===== src/design/adc_trig_pkg.sv =====
package adc_trig_pkg;
  // register byte offsets
  localparam logic [11:0] off_word_0_3   = 12'h000;
  localparam logic [11:0] off_word_4_7   = 12'h004;
  localparam logic [11:0] off_word_8_11  = 12'h008;
  localparam logic [11:0] off_status     = 12'h00c;
  localparam logic [11:0] off_irq_mask   = 12'h010;
  localparam logic [11:0] off_irq_status = 12'h014;
  // slot layout
  localparam int num_slots      = 12;
  localparam int slots_per_word = 4;
  localparam int slot_bits      = 8;
  localparam int en_pos         = 7;
  localparam int chan_width     = 5;
  localparam int slot_idx_w     = 4;
  // writable bits of one slot byte: enable and channel field
  localparam logic [7:0] slot_rw_mask = 8'h9f;
  localparam logic [31:0] word_reset  = 32'h0000_0000;
  // highest legal analog input code
  localparam logic [4:0] chan_max = 5'h11;
  // interrupt status bits
  localparam int irq_done_bit = 0;
  localparam int irq_bad_bit  = 1;
  localparam int irq_w        = 2;
  localparam logic [slot_idx_w-1:0] last_slot = 4'hb;
  // sequencer states
  typedef enum logic [1:0] {
    st_idle  = 2'b00,
    st_scan  = 2'b01,
    st_conv  = 2'b10,
    st_done  = 2'b11
  } seq_state_t;
endpackage


===== src/design/adc_timer_trigger_slots.sv =====
`timescale 1ns/100ps
// Operation
// - a timer trigger event starts the timer-triggered conversion sequence
// - twelve 8-bit slots, numbered 0 to 11, four per 32-bit word
// - a slot converts only when its enable bit is one, else skipped
// - 5-bit channel code selects inputs 0 to 17; higher codes reserved
// - result of slot m goes to conversion result register m
// - completion of the sequence raises the conversion-done interrupt
// - first word: slots 3..0, enable at byte bit 7, channel at bits 4-0
// - second word holds slots 7..4; gap bits read zero; all reset zero
// - third word holds slots 11..8 in the same byte positions
module adc_timer_trigger_slots (
  input  wire logic        ref_clk,
  input  wire logic        rst_n,
  input  wire logic        clk_en,
  input  wire logic        psel,
  input  wire logic        penable,
  input  wire logic        pwrite,
  input  wire logic [11:0] paddr,
  input  wire logic [31:0] pwdata,
  output logic      [31:0] prdata,
  output logic             pready,
  output logic             pslverr,
  input  wire logic        timer_trigger_event,
  output logic             conv_start,
  output logic      [4:0]  analog_input,
  output logic      [3:0]  conversion_result_slot,
  input  wire logic        conv_complete,
  output logic             timer_conversion_done_irq,
  output logic             irq
);
  logic [31:0] slot_word [3];
  logic [adc_trig_pkg::num_slots-1:0] enables;
  logic [4:0] chans [adc_trig_pkg::num_slots];
  logic [adc_trig_pkg::irq_w-1:0] irq_mask;
  logic [adc_trig_pkg::irq_w-1:0] irq_status;
  adc_trig_pkg::seq_state_t state;
  logic [adc_trig_pkg::slot_idx_w-1:0] cur_slot;
  logic       pick_found;
  logic [3:0] pick_index;
  logic       wr_en;
  logic       rd_en;
  logic       addr_ok;
  logic       done_evt;
  logic       bad_evt;
  logic       trig_pending;
  logic [adc_trig_pkg::slot_idx_w-1:0] scan_start;
  logic [adc_trig_pkg::irq_w-1:0] next_irq_mask;
  logic [adc_trig_pkg::irq_w-1:0] next_irq_status;

  // access phase of an apb transfer; slave answers with no wait state
  assign wr_en = psel && penable && pwrite && clk_en;
  assign rd_en = psel && penable && !pwrite && clk_en;
  assign addr_ok = (paddr == adc_trig_pkg::off_word_0_3) ||
                   (paddr == adc_trig_pkg::off_word_4_7) ||
                   (paddr == adc_trig_pkg::off_word_8_11) ||
                   (paddr == adc_trig_pkg::off_status) ||
                   (paddr == adc_trig_pkg::off_irq_mask) ||
                   (paddr == adc_trig_pkg::off_irq_status);

  // slot fields unpacked, one generate entry per slot
  // twelve slot bytes
  genvar g;
  generate
    for (g = 0; g < adc_trig_pkg::num_slots; g++) begin : g_slot
      localparam int w = g / adc_trig_pkg::slots_per_word;
      localparam int b = (g % adc_trig_pkg::slots_per_word) * adc_trig_pkg::slot_bits;
      assign enables[g] = slot_word[w][b + adc_trig_pkg::en_pos];
      assign chans[g]   = slot_word[w][b +: adc_trig_pkg::chan_width];
    end
  endgenerate

  // slot word storage, reserved bits masked on write
  // layout of all three slot words
  always_ff @(posedge ref_clk) begin
    if (!rst_n) begin
      slot_word[0] <= adc_trig_pkg::word_reset;
      slot_word[1] <= adc_trig_pkg::word_reset;
      slot_word[2] <= adc_trig_pkg::word_reset;
    end else if (wr_en) begin
      if (paddr == adc_trig_pkg::off_word_0_3)
        slot_word[0] <= pwdata & {4{adc_trig_pkg::slot_rw_mask}};
      if (paddr == adc_trig_pkg::off_word_4_7)
        slot_word[1] <= pwdata & {4{adc_trig_pkg::slot_rw_mask}};
      if (paddr == adc_trig_pkg::off_word_8_11)
        slot_word[2] <= pwdata & {4{adc_trig_pkg::slot_rw_mask}};
    end
  end

  // interrupt mask; a one lets its status bit reach the interrupt line
  always_comb begin
    next_irq_mask = irq_mask;
    if (wr_en && paddr == adc_trig_pkg::off_irq_mask) begin
      next_irq_mask = pwdata[adc_trig_pkg::irq_w-1:0];
    end
  end

  // mask register, frozen with the clock enable
  always_ff @(posedge ref_clk) begin
    if (!rst_n) begin
      irq_mask <= '0;
    end else if (clk_en) begin
      irq_mask <= next_irq_mask;
    end
  end

  // sticky status, write one to clear; a new event wins over the clear
  always_comb begin
    next_irq_status = irq_status;
    for (int i = 0; i < adc_trig_pkg::irq_w; i++) begin
      if ((i == adc_trig_pkg::irq_done_bit && done_evt) ||
          (i == adc_trig_pkg::irq_bad_bit && bad_evt)) begin
        next_irq_status[i] = 1'b1;
      end else if (wr_en && paddr == adc_trig_pkg::off_irq_status && pwdata[i]) begin
        next_irq_status[i] = 1'b0;
      end
    end
  end

  // status register
  always_ff @(posedge ref_clk) begin
    if (!rst_n) begin
      irq_status <= '0;
    end else if (clk_en) begin
      irq_status <= next_irq_status;
    end
  end

  // level interrupt from next status and mask, so it never lags a write
  always_ff @(posedge ref_clk) begin
    if (!rst_n) begin
      irq <= 1'b0;
    end else if (clk_en) begin
      irq <= |(next_irq_status & next_irq_mask);
    end
  end

  // apb read data and error response, registered
  always_ff @(posedge ref_clk) begin
    if (!rst_n) begin
      prdata  <= '0;
      pready  <= 1'b0;
      pslverr <= 1'b0;
    end else if (clk_en) begin
      pready  <= psel && !penable;
      pslverr <= psel && !penable && !addr_ok;
      prdata  <= '0;
      if (psel && !penable && !pwrite) begin
        unique case (paddr)
          adc_trig_pkg::off_word_0_3:   prdata <= slot_word[0];
          adc_trig_pkg::off_word_4_7:   prdata <= slot_word[1];
          adc_trig_pkg::off_word_8_11:  prdata <= slot_word[2];
          adc_trig_pkg::off_status:     prdata <= {26'h0, cur_slot, state};
          adc_trig_pkg::off_irq_mask:   prdata <= {30'h0, irq_mask};
          adc_trig_pkg::off_irq_status: prdata <= {30'h0, irq_status};
          default:                      prdata <= '0;
        endcase
      end
    end
  end

  // next enabled slot finder
  assign scan_start = (state == adc_trig_pkg::st_idle) ? '0 : cur_slot;
  slot_pick u_pick (
    .enables (enables),
    .start   (scan_start),
    .found   (pick_found),
    .index   (pick_index)
  );

  // a trigger arriving mid-sequence is held and run afterwards;
  // only one is held, so further triggers in the same run merge into it
  always_ff @(posedge ref_clk) begin
    if (!rst_n) begin
      trig_pending <= 1'b0;
    end else if (clk_en) begin
      if (timer_trigger_event && state != adc_trig_pkg::st_idle)
        trig_pending <= 1'b1;
      else if (state == adc_trig_pkg::st_idle)
        trig_pending <= 1'b0;
    end
  end

  assign done_evt = clk_en && (state == adc_trig_pkg::st_done);
  // reserved channel code seen at conversion start
  assign bad_evt  = clk_en && (state == adc_trig_pkg::st_scan) && pick_found &&
                    (chans[pick_index] > adc_trig_pkg::chan_max);

  // conversion sequencer
  always_ff @(posedge ref_clk) begin
    if (!rst_n) begin
      state        <= adc_trig_pkg::st_idle;
      cur_slot     <= '0;
      conv_start   <= 1'b0;
      analog_input <= '0;
      conversion_result_slot <= '0;
      timer_conversion_done_irq <= 1'b0;
    end else if (clk_en) begin
      conv_start <= 1'b0;
      timer_conversion_done_irq <= 1'b0;
      unique case (state)
        adc_trig_pkg::st_idle: begin
          if (timer_trigger_event || trig_pending) begin
            state    <= adc_trig_pkg::st_scan;
            cur_slot <= '0;
          end
        end
        adc_trig_pkg::st_scan: begin
          if (pick_found) begin
            conv_start   <= 1'b1;
            analog_input <= chans[pick_index];
            conversion_result_slot <= pick_index;
            cur_slot     <= pick_index;
            state        <= adc_trig_pkg::st_conv;
          end else begin
            state <= adc_trig_pkg::st_done;
          end
        end
        adc_trig_pkg::st_conv: begin
          if (conv_complete) begin
            if (cur_slot == adc_trig_pkg::last_slot) begin
              state <= adc_trig_pkg::st_done;
            end else begin
              cur_slot <= cur_slot + 4'h1;
              state    <= adc_trig_pkg::st_scan;
            end
          end
        end
        adc_trig_pkg::st_done: begin
          timer_conversion_done_irq <= 1'b1;
          state <= adc_trig_pkg::st_idle;
        end
      endcase
    end
  end
endmodule


===== src/design/slot_pick.sv =====
`timescale 1ns/100ps
// finds next enabled slot at or above a start index
module slot_pick (
  input  wire logic [adc_trig_pkg::num_slots-1:0]  enables,
  input  wire logic [adc_trig_pkg::slot_idx_w-1:0] start,
  output logic                                     found,
  output logic [adc_trig_pkg::slot_idx_w-1:0]      index
);
  // priority scan, lowest index first
  always_comb begin
    found = 1'b0;
    index = '0;
    for (int i = adc_trig_pkg::num_slots - 1; i >= 0; i--) begin
      if (enables[i] && (i >= int'(start))) begin
        found = 1'b1;
        index = adc_trig_pkg::slot_idx_w'(i);
      end
    end
  end
endmodule


===== config.mk =====
export PLATFORM = sky130hd
export DESIGN_NAME = adc_timer_trigger_slots
export DESIGN_NICKNAME = d
export VERILOG_FILES = /design/src/design/adc_trig_pkg.sv /design/src/design/adc_timer_trigger_slots.sv /design/src/design/slot_pick.sv
export SDC_FILE = /design/constraint.sdc
export NUM_CORES = 1
export LEC_CHECK = 0
export BUFFER_PORTS_ARGS = -buffer_cell sky130_fd_sc_hd__buf_4
export CAP_MARGIN = 5
export CELL_PAD_IN_SITES_DETAIL_PLACEMENT = 0
export CELL_PAD_IN_SITES_GLOBAL_PLACEMENT = 2
export CORE_UTILIZATION = 37
export DETAILED_ROUTE_END_ITERATION = 8
export PLACE_DENSITY = 0.85
export SYNTH_ARGS = -nofsm -noshare
export SYNTH_HDL_FRONTEND = slang
export SYNTH_SLANG_ARGS = --single-unit

===== constraint.sdc =====
create_clock -name ref_clk -period 5.5 [get_ports ref_clk]
set_clock_uncertainty 0.15 [all_clocks]
set_input_delay 0.825 -clock ref_clk [delete_from_list [all_inputs] [get_ports ref_clk]]
set_output_delay 0.825 -clock ref_clk [all_outputs]
set_load 0.01 [all_outputs]

# Word-level counts from Yosys, hierarchy flattened
# Memories as Yosys holds them, arrays and structs flattened.
# Cells that the tools add are included.
# classes
n_bitwise	5
n_eq_ne	13
n_addsub	1
reduce_logical	46
magnitude_cmp	14
mux	66
# op_table
op	count
32-bit case mux with 6 select lines	1
24-bit two-way mux	3
4-bit two-way mux	17
1-bit two-way mux	35
32-bit two-way mux	1
1-bit logical AND	27
12-bit by 4-bit == test with 1-bit output, second input constant	2
12-bit by 5-bit == test with 1-bit output, second input constant	2
5-bit binary-select mux with 4-bit select	1
3-bit by 4-bit >= comparator with 1-bit output, first input constant	4
4-bit >= comparator, first input constant	4
12-bit by 3-bit == test with 1-bit output, second input constant	1
12-bit logical NOT	1
4-bit case mux with 3 select lines	1
5-bit two-way mux	2
1-bit by 4-bit >= comparator with 1-bit output, first input constant	2
2-bit by 4-bit >= comparator with 1-bit output, first input constant	2
2-bit two-way mux	4
2-bit case mux with 4 select lines	1
1-bit logical OR	6
2-bit != test, second input constant	3
3-bit AND reduction	2
6-bit AND reduction	1
5-bit >= comparator, second input constant	1
15 further kinds	21
# word_totals
ram_bits	72
out_inout_bits	46
memories	1
wordCells	159
regBits	57
# memory_table
memory	words	width	rd	rd_clocked_by_memory_dff	wr	line	source
slot_word	3	24	3	0	3	adc_timer_trigger_slots.sv:32	logic [31:0] slot_word [3];

# Logic depth before layout (Yosys ltp)
# depth
word_depth	25
ltp_mapped	15

# Cells and area by module
# From an unflattened synthesis, not the netlist that was laid out.
# unflattened
cells_unflattened	516
hier_area_um2	5819.3
# modules_own_cells
module	area_each_um2	cells_per_inst	n_inst
adc_timer_trigger_slots	5434.0	461	1
slot_pick	385.4	55	1

# Worst setup path before layout
# OpenSTA, ideal clock, no wires.
# synth_timing
path_kind	input -> register
from	input port paddr[8]
to	memory slot_word[0][48] (netlist bit), enable pin
n_path_buf	1
required_time_ns	4.912
arrival_time_ns	3.699
stages	6
slack_ns	1.213
cell_sequence	nor4_1 > nand3_1 > nor3_1 > clkbuf_1 > nand2_1 > o21ai_0
# synth_lines
element	line	source
start: declaration	adc_timer_trigger_slots.sv:19	input wire logic [11:0] paddr,
end: declaration	adc_timer_trigger_slots.sv:32	

# Worst setup path after layout
# layout_timing
from	register state[0]
to	register irq
# layout_between
elab_chain_cells	25
word_cells_on_any_way	65
# layout_rtl
element	line	source
start: declaration	adc_timer_trigger_slots.sv:37	adc_trig_pkg::seq_state_t state;
start signal: assignment	adc_timer_trigger_slots.sv:192	state <= adc_trig_pkg::st_idle;
start signal: assignment	adc_timer_trigger_slots.sv:204	state <= adc_trig_pkg::st_scan;
start signal: assignment	adc_timer_trigger_slots.sv:214	state <= adc_trig_pkg::st_conv;
2-bit logical NOT	adc_timer_trigger_slots.sv:163	assign scan_start = (state == adc_trig_pkg::st_idle) ? '0 : cur_slot;
4-bit two-way mux	adc_timer_trigger_slots.sv:163	
4-bit >= comparator	slot_pick.sv:14	if (enables[i] && (i >= int'(start))) begin
1-bit logical AND	slot_pick.sv:14	
4-bit two-way mux (12 in series)	slot_pick.sv:14	
4-bit inverter with 5-bit output (not written as such)	adc_timer_trigger_slots.sv:187	(chans[pick_index] > adc_trig_pkg::chan_max);
5-bit binary-select mux with 4-bit select	adc_timer_trigger_slots.sv:187	
5-bit two-way mux (not written as such) (2 in series)	adc_timer_trigger_slots.sv:187	
5-bit greater-than comparator	adc_timer_trigger_slots.sv:187	
1-bit logical AND	adc_timer_trigger_slots.sv:186	assign bad_evt = clk_en && (state == adc_trig_pkg::st_scan) && pick_found &&
1-bit two-way mux	adc_timer_trigger_slots.sv:111	if ((i == adc_trig_pkg::irq_done_bit && done_evt) ||
2-bit AND (*)	adc_timer_trigger_slots.sv:134	irq <= |(next_irq_status & next_irq_mask);
2-bit OR reduction (*)	adc_timer_trigger_slots.sv:134	
end signal: assignment	adc_timer_trigger_slots.sv:134	
end: declaration	adc_timer_trigger_slots.sv:30	output logic irq
# Every way passes the cells marked *; elsewhere a longest branch is shown, timed or not. The select of a mux whose other input is x is not followed.
# A chain may end at the register's enable or synchronous reset.

==> flow_metrics.tcl <==
set metrics [dict create \
    outcome "finished, final reports clean" \
    gr-total-overflow 0 \
    power_density_nw_per_um2 306 \
    yosys_warnings 0 \
    fmax_mhz 231 \
    crit_slowest_cell "and3_1" \
    grt_setup_unrepaired "false" \
    min_path_cells 2 \
    critPathLaunchType "flop" \
    synth.avg_cell_area_um2 10.4 \
    critPathCaptureType "flop" \
    grt_pass1_wl_mm 27.8 \
    io_pins 98 \
    crit_cells 12 \
    drtAntennaViolNets 0 \
    critPathMaxStageDelay_ps 620 \
    grt_usage_pct 21.0 \
    tightest_slew_ps 1250 \
    clk_root_buffer_cell "clkbuf_16" \
    crit_type "reg -> reg" \
    drive_gt1_share_pct 23.7 \
    mostFrequentLayoutCells "89 x buf_4, 72 x edfxtp_1, 50 x and2_1, 50 x dfxtp_1, 37 x inv_1" \
    total_power_mw 2.35 \
    register_area_um2 3160 \
    clk_pin_slew_ps 60 \
    cts_resized 0 \
    crit_top_cell "a211o_1" \
    leakage_nw 2.82 \
    clk_latency_ps 430 \
    path_buf_inv 1 \
    crit_chain "inv_1 > ha_1 > and2b_2 > a211oi_4 > a211o_1 > and3_1 > o211ai_1 > o221ai_1 > o22ai_1 > a211o_1 > a31oi_1 > a31o_1" \
    postCtsSetupRepairBufs 0 \
    first_pass_iters 5 \
    grt_pass1_vias 4884 \
    dieHeight_um 133 \
    first_iter_violations 463 \
    maxCapViolations 0 \
    slew_violations 0 \
    std_cell_rows 47 \
    yosys_register_bits 122 \
    met2_usage_pct 33.3 \
    vdd_drop_max_v 0.000222 \
    worstHoldPathType "reg -> reg" \
    viasPerCell 5.50 \
    cts-htree-levels 4 \
    routed-via-count 4986 \
    holdWs_ps 324 \
    fillCellCount 1613 \
    drt-total-wl_mm 17.7 \
    tns_ps 0 \
    synth_edf_count 72 \
    grt_max_degree 55 \
    use_met1_pct 28.0 \
    die-area_um2 17700 \
    multi_input_area_um2 2820 \
    crit_fanout 14 \
    hold_buffers 0 \
    tritoncts "done" \
    dp_slack_ps 1210 \
    critPathTopFamily "compound AO/OA/AOI/OAI gates" \
    relSlewSlack_pct 16.3 \
    ff2ff_path_depth 12 \
    setup_slack_ps 1180 \
    antenna_found_initial 0 \
    cts_buffers 17 \
    die_w_um 133 \
    synthArstFlopShare_pct 0 \
    met3_usage_pct 4.64 \
    ys_types 92 \
    final_nets 731 \
    core_area_um2 16700 \
    synth_ff_type "edfxtp_1" \
    numPortBuffers 82 \
    fin_util_pct 45.9 \
    final_common_cell "buf_4" \
    top_usage_layer "met2" \
    wl_per_cell_um 19.5 \
    antenna_cells 0 \
    period_minus_slack_ps 4320 \
    cp.arrival_ps 4530 \
    start_util_pct 38.0 \
    syn2layout_area_growth_pct 20.7 \
    drc_errors 0 \
    dpl.hpwl_mm 11.8 \
    synth.yosys.seq_area_share_pct 49.8 \
    place.gp.congestion 0.862 \
    hold_violations 0 \
    cts.sinks 122 \
    cp.required_ps 5710 \
    clockBufferDepth 2 \
    syn_area_um2 6350 \
    setup_viol 0 \
    synth_cells 609 \
    fin_crit_sh_pct 78.6 \
]
layer usage:
metal	up-vias	part of all wire (%)
met5	-	0
met3	23	6.1
met1	2401	46
met4	0	2.0
li1	2378	-
met2	184	46
flip-flops by register name, summed over array words and instances, names as in the netlist, 2 cells and up:
name,cells
slot_word,72
prdata,25
analog_input,5
conversion_result_slot,4
cur_slot,4
irq_mask,2
irq_status,2
state,2
worst min-delay path: stages (launching register included):
cell and delay, ps:
dfxtp_1 330, a21oi_1 40, nor2_1 70
cells in the mapped netlist, types with 7 or more instances:
library cell | instances | share of area [%]
nand2_1 | 30 | 1.8
a221oi_1 | 10 | 1.4
buf_4 | 9 | 1.1
a31oi_1 | 22 | 2.2
a21boi_0 | 9 | 1.1
nand3_1 | 8 | 0.63
edfxtp_1 | 72 | 34
o22ai_1 | 24 | 2.4
nor3_1 | 11 | 0.87
o21a_1 | 7 | 0.83
mux2i_1 | 21 | 3.3
and2_1 | 50 | 4.9
a21oi_1 | 18 | 1.4
nand2b_1 | 7 | 0.69
o21ai_0 | 11 | 0.87
clkbuf_1 | 27 | 1.6
a22oi_1 | 22 | 2.6
inv_1 | 37 | 2.2
dfxtp_1 | 50 | 16
nor2_1 | 36 | 2.1
nor2b_1 | 14 | 1.4
power breakdown:
part / switching [mW] / leakage (nW) / internal, mW / total, mW
clock network: 0.407 / 0.286 / 0.716 / 1.12
registers: 0.0263 / 1.09 / 1.00 / 1.03
logic: 0.117 / 1.45 / 0.0783 / 0.195
total: 0.550 / 2.82 / 1.79 / 2.35
logic make-up (layout without fill, tap and decap cells):
kind of cell,after synthesis,in the layout,share of synthesized area (%)
fa+ha+maj,5,5,0.985
flops,122,122,49.8
simple gates,190,190,16.9
xor+xnor,2,2,0.276
other cells,1,7,0.0590
compound gates,177,177,21.4
mux,25,25,4.08
buf+inv,87,159,6.48
per-stage QoR:
| stage | instances | instance area, µm² |
|---|---|---|
| after floorplan | 615 | 6370 |
| after global placement | 875 | 7070 |
| after detailed placement | 875 | 7070 |
| after CTS | 907 | 7670 |
| after global routing | 907 | 7670 |
| final | 907 | 7670 |
cell type report:
class / count / share of cell area [%]
Sequential cell: 122 / 41.2
Multi-Input combinational cell: 406 / 36.8
Timing Repair Buffer: 89 / 8.71
Clock buffer: 23 / 6.36
Tap cell: 220 / 3.59
Inverter: 38 / 1.86
Clock inverter: 9 / 1.48
final timing paths:
check	endpoint	from	slack, ps
max	irq$_SDFFE_PN0P_	state[0]$_SDFFE_PN0P_	1180
min	trig_pending$_SDFFE_PN0P_	trig_pending$_SDFFE_PN0P_	320
max reg2reg	irq$_SDFFE_PN0P_	state[0]$_SDFFE_PN0P_	1180
min reg2reg	trig_pending$_SDFFE_PN0P_	trig_pending$_SDFFE_PN0P_	320
Power figures use the tool's default switching activity.
